## src/psbc_pkg.sv

```systemverilog
// Purpose: Shared constants for the transceiver sideband pin control block.
// Assumes: One 50 MHz core clock.
// Notes: Timing figures are kept in their own units with derived cycle counts.
package psbc_pkg;
    localparam int CLK_PERIOD_PS = 20000;
    localparam int RESET_MIN_US = 100;
    localparam int RESET_MIN_CYCLES = (RESET_MIN_US * 1000000 + CLK_PERIOD_PS - 1) / CLK_PERIOD_PS;
    localparam logic FREQ_SEL_19M2 = 1'h0;
    localparam logic FREQ_SEL_26M = 1'h1;
    localparam logic DRIVE_ACTIVE_HIGH = 1'h0;
    localparam logic DRIVE_ACTIVE_LOW = 1'h1;
    localparam logic POL_ACTIVE_LOW = 1'h0;
    localparam int REF_DETECT_EDGES = 4;
    localparam int REF_CNT_W = 3;
    typedef enum logic [2:0] {
        PSBC_OFF = 3'h1,
        PSBC_ACTIVE = 3'h2,
        PSBC_DEADBAT = 3'h4
    } psbc_mode_t;
endpackage

```

## src/psbc_sync.sv

```systemverilog
// Purpose: Two-stage synchroniser with rising-edge count for the reference clock pin.
// Assumes: Input is asynchronous; first stage feeds only the second.
// Notes: Counts rising edges up to a saturating limit.
`timescale 1ns/1ps
`default_nettype none
module psbc_sync #(
    parameter int CNT_W = 3,
    parameter logic [CNT_W-1:0] LIMIT = 3'h4
) (
    input wire logic clk,
    input wire logic rstN,
    input wire logic din,
    output logic seen
);
    logic meta;
    logic stable;
    logic last;
    logic [CNT_W-1:0] count;
    logic [CNT_W-1:0] next_count;

    always_comb
    begin
        next_count = count;
        if (stable && !last && count != LIMIT)
        begin
            next_count = count + CNT_W'(1);
        end
    end

    always_ff @(posedge clk or negedge rstN)
    begin
        if (!rstN)
        begin
            meta <= 1'b0;
            stable <= 1'b0;
            last <= 1'b0;
            count <= '0;
            seen <= 1'b0;
        end
        else
        begin
            meta <= din;
            stable <= meta;
            last <= stable;
            count <= next_count;
            seen <= (next_count == LIMIT);
        end
    end
endmodule
`default_nettype wire

```

## src/psbc_top.sv

```systemverilog
// Purpose: Sideband pin control of a standalone USB transceiver.
// Assumes: Inputs synchronous to core_clk except ref_clock_in; nrst is active low.
// Notes: Register bits arrive as plain ports from the link-side register file.
`timescale 1ns/1ps
`default_nettype none
module psbc_top (
    input wire logic core_clk,
    input wire logic nrst,
    input wire logic freqSelStrap,
    input wire logic charge_detect_polarity_strap,
    input wire logic chipSelectN,
    input wire logic chipSelect,
    input wire logic dead_battery_detect_enable_n,
    input wire logic frameEnable,
    input wire logic hsSofSeen,
    input wire logic faultIn,
    input wire logic use_ext_power_indicator,
    input wire logic indicator_invert,
    input wire logic indicator_qualify_bypass,
    input wire logic busValidCmp,
    input wire logic chargerDetected,
    input wire logic driveBusPower,
    input wire logic switch_drive_mode,
    input wire logic ref_clock_in,
    output logic refIs26M,
    output logic frameOut,
    output logic powerDown,
    output logic ulpiOe,
    output psbc_pkg::psbc_mode_t mode,
    output logic deadBatDetectRun,
    output logic extIndicator,
    output logic charge_detect_out,
    output logic charge_detect_out_oe,
    output logic bus_power_switch_ctrl,
    output logic bus_power_switch_ctrl_oe,
    output logic ulpiClkOe
);
    import psbc_pkg::*;

    logic rstMeta;
    logic rstN;
    logic strapsTaken;
    logic polStrap;
    logic next_strapsTaken;
    logic next_refIs26M;
    logic next_polStrap;
    logic next_frameOut;
    logic selected;
    psbc_mode_t next_mode;
    logic next_deadBat;
    logic next_extIndicator;
    logic faultLevel;
    logic chgLevel;
    logic swLevel;
    logic refSeen;

    // Reset release is synchronised; assertion stays asynchronous.
    always_ff @(posedge core_clk or negedge nrst)
    begin
        if (!nrst)
        begin
            rstMeta <= 1'b0;
            rstN <= 1'b0;
        end
        else
        begin
            rstMeta <= 1'b1;
            rstN <= rstMeta;
        end
    end

    // Straps are captured once, on the first clock after reset release.
    always_comb
    begin
        next_strapsTaken = 1'b1;
        next_refIs26M = refIs26M;
        next_polStrap = polStrap;
        if (!strapsTaken)
        begin
            next_refIs26M = (freqSelStrap == FREQ_SEL_26M);
            next_polStrap = charge_detect_polarity_strap;
        end
    end

    always_ff @(posedge core_clk or negedge rstN)
    begin
        if (!rstN)
        begin
            strapsTaken <= 1'b0;
            refIs26M <= 1'b0;
            polStrap <= 1'b0;
        end
        else
        begin
            strapsTaken <= next_strapsTaken;
            refIs26M <= next_refIs26M;
            polStrap <= next_polStrap;
        end
    end

    // Mode: select pins decide power down; dead-battery detection only outside active mode.
    always_comb
    begin
        selected = !chipSelectN && chipSelect;
        next_mode = mode;
        case (mode)
            PSBC_OFF:
            begin
                if (selected)
                begin
                    next_mode = PSBC_ACTIVE;
                end
                else if (!dead_battery_detect_enable_n)
                begin
                    next_mode = PSBC_DEADBAT;
                end
            end
            PSBC_ACTIVE:
            begin
                if (!selected)
                begin
                    next_mode = PSBC_OFF;
                end
            end
            PSBC_DEADBAT:
            begin
                if (selected)
                begin
                    next_mode = PSBC_ACTIVE;
                end
                else if (dead_battery_detect_enable_n)
                begin
                    next_mode = PSBC_OFF;
                end
            end
            default:
            begin
                next_mode = PSBC_OFF;
            end
        endcase
        next_deadBat = (next_mode == PSBC_DEADBAT);
    end

    // Frame pulse, indicator and pin drive logic.
    always_comb
    begin
        next_frameOut = 1'b0;
        if (frameEnable && next_mode == PSBC_ACTIVE)
        begin
            next_frameOut = frameOut ^ hsSofSeen;
        end
        faultLevel = faultIn ^ indicator_invert;
        next_extIndicator = 1'b0;
        if (use_ext_power_indicator)
        begin
            next_extIndicator = indicator_qualify_bypass ? faultLevel : (faultLevel && busValidCmp);
        end
        chgLevel = (polStrap == POL_ACTIVE_LOW) ? !chargerDetected : chargerDetected;
        swLevel = (switch_drive_mode == DRIVE_ACTIVE_HIGH) ? driveBusPower : !driveBusPower;
    end

    always_ff @(posedge core_clk or negedge rstN)
    begin
        if (!rstN)
        begin
            mode <= PSBC_OFF;
            deadBatDetectRun <= 1'b0;
            frameOut <= 1'b0;
            powerDown <= 1'b1;
            ulpiOe <= 1'b0;
            extIndicator <= 1'b0;
            charge_detect_out <= 1'b0;
            charge_detect_out_oe <= 1'b0;
            bus_power_switch_ctrl <= 1'b0;
            bus_power_switch_ctrl_oe <= 1'b0;
            ulpiClkOe <= 1'b0;
        end
        else
        begin
            mode <= next_mode;
            deadBatDetectRun <= next_deadBat;
            frameOut <= next_frameOut;
            powerDown <= (next_mode != PSBC_ACTIVE);
            ulpiOe <= (next_mode == PSBC_ACTIVE);
            extIndicator <= next_extIndicator;
            // Open-drain or open-source: drive only the active level.
            charge_detect_out <= chgLevel;
            charge_detect_out_oe <= chargerDetected;
            bus_power_switch_ctrl <= swLevel;
            bus_power_switch_ctrl_oe <= driveBusPower;
            ulpiClkOe <= refSeen && (next_mode == PSBC_ACTIVE);
        end
    end

    psbc_sync #(
        .CNT_W(REF_CNT_W),
        .LIMIT(REF_CNT_W'(REF_DETECT_EDGES))
    ) refDetect (
        .clk(core_clk),
        .rstN(rstN),
        .din(ref_clock_in),
        .seen(refSeen)
    );
endmodule
`default_nettype wire
```

## config.mk

```make
export PLATFORM = sky130hd
export DESIGN_NAME = psbc_top
export DESIGN_NICKNAME = d
export VERILOG_FILES = /design/src/psbc_pkg.sv /design/src/psbc_sync.sv /design/src/psbc_top.sv
export SDC_FILE = /design/constraint.sdc
export NUM_CORES = 1
export LEC_CHECK = 0
export BUFFER_PORTS_ARGS = -buffer_cell sky130_fd_sc_hd__buf_4
export CORE_UTILIZATION = 42
export CTS_CLUSTER_DIAMETER = 100
export DETAILED_ROUTE_END_ITERATION = 8
export PLACE_DENSITY = 0.77
export SYNTH_ARGS = -nofsm -noshare
export SYNTH_HDL_FRONTEND = slang
export SYNTH_SLANG_ARGS = --single-unit
```

## constraint.sdc

```tcl
create_clock -name core_clk -period 0.9 [get_ports core_clk]
set_clock_uncertainty 0.15 [all_clocks]
set_input_delay 0.18 -clock core_clk [delete_from_list [all_inputs] [get_ports core_clk]]
set_output_delay 0.18 -clock core_clk [all_outputs]
set_load 0.05 [all_outputs]
```

Yosys cells after proc, flatten, opt, wreduce, memory -nomap -nowiden
Index checks and enable logic that the tools add are counted.

Register bits: 25. Input bits: 18. Output and inout port bits: 14. Logic and storage cells: 54.

Add/sub/neg operators: 1. Eq/ne operators: 8. Muxes and demuxes: 12. Bitwise logic cells: 2. Reductions and logical operators: 10.

Operators with widths (count): 3-bit two-way mux (6); 3-bit equality test, second input constant (3); 3-bit one-hot mux with 3 select lines (1); 3-bit by 2-bit equality test with 1-bit output, second input constant (2); 1-bit logical AND (6); 1-bit two-way mux (5); 1-bit zero test (4); 3-bit by 1-bit adder with 3-bit output, second input constant (1); 3-bit by 1-bit equality test with 1-bit output, second input constant (1); 3-bit by 2-bit != test with 1-bit output, second input constant (1); 3-bit != test, second input constant (1); 1-bit XOR (2).

Logic depth before layout (Yosys ltp)
Depth in word-level cells: 7. Depth in mapped cells: 5. Depth with buffers taken out: 5.

Modules after synthesis
Synthesis repeated with hierarchy kept, for this count alone.

Cell total of the unflattened synthesis: 64. Area, all modules: 925.9 µm².

By module, submodules not included: psbc_top (instances 1, cells an instance 40, area an instance 618.1 µm², sequential area each 452.9 µm²); psbc_sync (instances 1, cells an instance 24, area an instance 307.8 µm², sequential area each 175.2 µm²).

Worst setup path after synthesis
No wires, ideal clock.

Kind: register to register. Start: register mode[2]. End: register ulpiClkOe. Setup time: 120 ps. Arrival: 1304 ps. Required time: 630 ps. Setup slack: -674 ps. Cell stages (with the launch flop): 4. Buffers on the path: 0. Period minus slack after synthesis: 1574 ps. Path through: dfrtp_1 > o21ai_0 > o211a_4 > and2_2.

Elaborated cells on any way between the ends: 11. Those cells by class: eq/ne: 4; mux: 6; reduce/logical: 1.

RTL lines: from (decl) (RTL line psbc_top.sv:29) `output psbc_pkg::psbc_mode_t mode,`; from (signal assigned) (RTL line psbc_top.sv:180) `mode <= next_mode;`; 3-bit equality test (tied with other cells) (RTL line psbc_top.sv:106) `case (mode)`; 3-bit one-hot mux with 3 select lines * (RTL line psbc_top.sv:106); net next_mode[1] (RTL line psbc_top.sv:49) `psbc_mode_t next_mode;`; 3-bit by 2-bit equality test with 1-bit output * (RTL line psbc_top.sv:191) `ulpiClkOe <= refSeen && (next_mode == PSBC_ACTIVE);`; 1-bit logical AND * (RTL line psbc_top.sv:191); to (signal assigned) (RTL line psbc_top.sv:191); to (decl) (RTL line psbc_top.sv:36) `output logic ulpiClkOe`.

The timed path passes the listed nets; every way through them passes the cells marked *. A chain may end at the register's enable or synchronous reset.

Final worst setup path
Start: register mode[0]. End: register frameOut.

Elaborated cells on any way between the ends: 12. Those cells by class: eq/ne: 4; mux: 7; reduce/logical: 1.

RTL lines: 3-bit equality test (tied with other cells) (RTL line psbc_top.sv:106); 3-bit one-hot mux with 3 select lines * (RTL line psbc_top.sv:106); net next_mode[1] (RTL line psbc_top.sv:49); 3-bit by 2-bit equality test with 1-bit output * (RTL line psbc_top.sv:148) `if (frameEnable && next_mode == PSBC_ACTIVE)`; 1-bit logical AND * (RTL line psbc_top.sv:148); 1-bit two-way mux * (RTL line psbc_top.sv:148); net next_frameOut (RTL line psbc_top.sv:47) `logic next_frameOut;`; to (signal assigned) (RTL line psbc_top.sv:182) `frameOut <= next_frameOut;`; to (decl) (RTL line psbc_top.sv:26) `output logic frameOut,`.

Marks and branches as above.

==> results.md <==
Job:
- The number of maximum-capacitance constraint violations is 0.

Floorplan:
- The floorplan die area is 2380 µm².
- The initial cell density of the core is between 40% and 50%.
- The die span in y is 48.8 µm.
- The top-level I/O count is 32.
- The core region is about 2000 µm².
- The initialized floorplan defines 16 standard-cell rows.
- The chip width is about 49 µm.

Clocking:
- TritonCTS built the clock tree.
- In this run the number of H-tree levels came out at 1.
- The tree is rooted in a sky130_fd_sc_hd__clkbuf_4.
- CTS saw 25 sinks.
- The number of buffers created by CTS is 3.
- For the worst-skew pair, the clock arrives at the later sink with an insertion delay of a little over 0.3 ns.
- The maximum buffer depth of the clock tree is 2.
- The clock transition at the registers of the reported paths is about 0.13 ns.

Worst setup path:
- The critical path goes through xor2_2, o211a_4, and3_1.
- The critical path contains buffers and inverters numbering 0 combined.
- The critical path class is reg -> reg.
- Broken down by cell family, the worst path's largest delay share belongs to flip-flops.
- In this design, the stage delay of the slowest critical-path cell is ~0.68 ns.
- The required time reported for the critical path endpoint is approximately 1.0 ns.
- The kind of capture point of the worst setup path is a flip-flop.
- The slowest stage of the critical path is the sky130_fd_sc_hd__dfstp_4 cell.
- The endpoint arrival time on the critical path is roughly 1.6 ns.
- The kind of start point of the critical path is a flip-flop.
- The maximum fanout along the worst path is 5.

Logic synthesis:
- During synthesis, Yosys emitted a total of 0 warnings.
- Summing the areas of all compound-gate instances in the mapped netlist gives 4.90% of the synthesized area.
- Of the synthesized area, sequential elements account for 68.3%.
- The synthesized netlist devotes around 7.6% of its cell area to XOR and XNOR gates.
- By count the netlist is led by 23 x sky130_fd_sc_hd__dfrtp_1, 4 x sky130_fd_sc_hd__nor2b_1, 4 x sky130_fd_sc_hd__xnor2_1, 4 x sky130_fd_sc_hd__xor2_1.
- Ranked by total cell area, the synthesized netlist is headed by sky130_fd_sc_hd__dfrtp_1 63%, sky130_fd_sc_hd__dfstp_2 5.7%, sky130_fd_sc_hd__xnor2_1 3.8%.
- After Yosys synthesis, and, or, nand and nor cells account for approximately 11% of the synthesized area.
- The number of enable flip-flop cells after synthesis is 0.
- The post-synthesis cell area is around 920 µm².
- Counting flops and latches in the post-synthesis netlist gives 25.
- The post-synthesis cell type with the largest combined area is sky130_fd_sc_hd__dfrtp_1.
- In the synthesized netlist the dominant register cell turns out to be sky130_fd_sc_hd__dfrtp_1.
- The cell count after synthesis is 64.
- The number of distinct library cells after synthesis is 23.
- The fraction of synthesized cell area taken by the top area cell type is a little over three fifths.
- Among all cell types in the netlist, the one instantiated most often is sky130_fd_sc_hd__dfrtp_1.
- Summing the areas of all fa, ha and maj instances in the mapped netlist gives between 2 and 3% of the synthesized area.
- The post-synthesis async set-or-reset flop share is between 90% and 100%.
- The average instance area after synthesis is roughly 14 µm².
- The largest family of logic cells by synthesized area is simple AND/OR/NAND/NOR gates.
- After synthesis, the share of cell area in mux cells is approximately 3.7%.

Timing:
- The hold violation count in the final report is 7.
- Setup violations remaining at the end of the flow were counted as 30.
- Subtracting the final worst setup slack from the clock period gives between 1 and 1.5 ns.
- The highest achievable clock rate is between 0.6 and 0.7 GHz.
- The final hold slack is -0.114 ns.
- Setup repair after global routing could not meet its margin everywhere.
- Setup slack on the critical path of the routed design comes to -0.565 ns.
- The number of pins exceeding their max-slew limit in the final report is 0.
- Of the available clock period, the critical path in the final layout requires 163%.

Cells and area:
- The final design area excluding fillers is between 1500 and 2000 µm².
- The net count of the finished layout is 146.
- In the final layout, the share of cells above drive strength 1 is around 74%.
- 0 antenna diodes ended up in the layout.
- The largest registers in the layout are mode x3, refDetect.count x3.
- The area growth from synthesis to final layout is 81.9%.
- The filler cells instantiated in the layout total between 100 and 150.

Pwr:
- The static leakage is 0.786 nW.
- The worst vdd rail ir drop is between 1.5 and 2 mV.
- The overall power consumption is ~4.5 mW.
- Dividing total power by cell area gives a power density of between 2000 and 3000 nW/µm².

Drt:
- The detailed-route DRC error count is 0.
- The number of design-rule violations left by the first detailed-router iteration is 3.
- The routed length per placed instance is about 15 µm.
- The overall routed net length is ~2300 µm.
- Using the TritonRoute via totals, the vias-per-cell ratio works out to approximately 4.8.
- The first detailed-routing pass ran for 4 iterations.
- The routed layout has 725 vias.
- In this run the remaining antenna-violating nets after routing total 0.

Global routing:
- In the global route stage, met2 resource usage came out at between 40% and 50%.
- The first global-routing pass estimated slightly below 4000 µm of wire.
- In this run the most used layer during global routing was met2.
- The number of antenna violations at the first check in global routing is 0.
- The met1 track demand over resource in global routing is a little under a quarter.
- Entering global routing, the biggest net connects 24 pins.
- In the global route stage, met3 resource usage came out at ~4.4%.
- The via count of the first global-routing pass is 842.
- The overall global routing resource usage is between 20% and 30%.
- After global routing the overflow that remains totals 0.

Place:
- Once placement finished, the instance area stood at 1350 µm².
- The routability-driven placement congestion ratio is ~0.72.
- The HPWL after detailed placement is between 1000 and 1500 µm.
- The number of I/O port buffers is 31.

Min path:
- The path class of the lowest-slack min-delay path is in -> reg.

Run status:
- The final reports fail on hold timing, setup timing.
- The run finished, with violations left.
area by class of cell:
| cell class | count | area, µm² | area share (%) |
|---|---|---|---|
| multi-input combinational | 37 | 415 | 24.8 |
| clock inverter | 1 | 5.00 | 0.299 |
| clock buffer | 3 | 22.5 | 1.35 |
| tap | 27 | 33.8 | 2.02 |
| inverter | 3 | 11.3 | 0.673 |
| sequential | 25 | 646 | 38.6 |
| timing repair buffer | 56 | 539 | 32.2 |
final timing paths:
kind,from,end,slack [ns],cells after the start
min reg2reg,rstN,bus_power_switch_ctrl_oe,0.07,1
max,mode[0],frameOut,-0.56,3
min,switch_drive_mode,bus_power_switch_ctrl,-0.11,2
max in group asynchronous,rstN,powerDown,0.32,1
min in group asynchronous,nrst,rstMeta,0.04,2
max reg2reg,mode[0],frameOut,-0.56,3
what timing repair did:
item,CTS,global route
cloned,0,0
gates resized for setup,32,13
pin swaps,2,3
setup endpoints to repair,29,31
setup buffers,7,2
endpoints found under the hold margin,14,10
hold buffers,5,2
per-layer routing:
| metal | routed length (µm) | part of all wire, % |
|---|---|---|
| met1 | 826 | 37 |
| met2 | 1340 | 59 |
| met3 | 65 | 2.9 |
| met4 | 24 | 1.1 |
| met5 | 0 | 0 |
power by group:
group / switching (mW) / internal [mW]
Combinational: 1.18 / 1.26
Clock: 0.316 / 0.166
Sequential: 0.194 / 1.40
kinds of logic (layout without fill, tap and decap cells):
family	Yosys count	in the layout
AND/OR/NAND/NOR	17	17
other	1	2
adder cells (fa/ha/maj)	2	2
multiplexers	3	3
XOR/XNOR	8	8
AO/OA/AOI/OAI	5	5
buffers and inverters	3	63
flip-flops	25	25
stage by stage:
step	setup WS, ns	util [%]	instances	setup TNS [ns]	hold WS, ns
CTS	-0.576	80.3	151	-10.56	-0.129
global route	-0.596	83.6	152	-11.79	-0.131
floorplan	-0.572	-	65	-5.72	-0.266
finish	-0.565	83.6	152	-10.91	-0.114
detailed placement	-0.496	67.3	135	-5.71	-0.186
global placement	-0.460	67.3	135	-5.20	-0.187
placed cells by master (no fill, tap or decap), types with 2 or more instances in the layout:
cell	count
sky130_fd_sc_hd__and2_4	2
sky130_fd_sc_hd__buf_4	29
sky130_fd_sc_hd__buf_6	17
sky130_fd_sc_hd__buf_8	4
sky130_fd_sc_hd__clkbuf_4	3
sky130_fd_sc_hd__conb_1	2
sky130_fd_sc_hd__dfrtp_1	12
sky130_fd_sc_hd__dfrtp_2	11
sky130_fd_sc_hd__dlygate4sd3_1	5
sky130_fd_sc_hd__ha_4	2
sky130_fd_sc_hd__inv_2	3
sky130_fd_sc_hd__mux2_4	3
sky130_fd_sc_hd__nor2b_1	3
sky130_fd_sc_hd__nor4_2	2
sky130_fd_sc_hd__xnor2_2	2
sky130_fd_sc_hd__xor2_1	2
sky130_fd_sc_hd__xor2_2	2
worst register-to-register path, stage by stage (launching register included):
cell and delay [ns]:
sky130_fd_sc_hd__dfstp_4 0.68, sky130_fd_sc_hd__xor2_2 0.20, sky130_fd_sc_hd__o211a_4 0.23, sky130_fd_sc_hd__and3_1 0.16
Note: power is estimated with default switching activity, not from simulation.
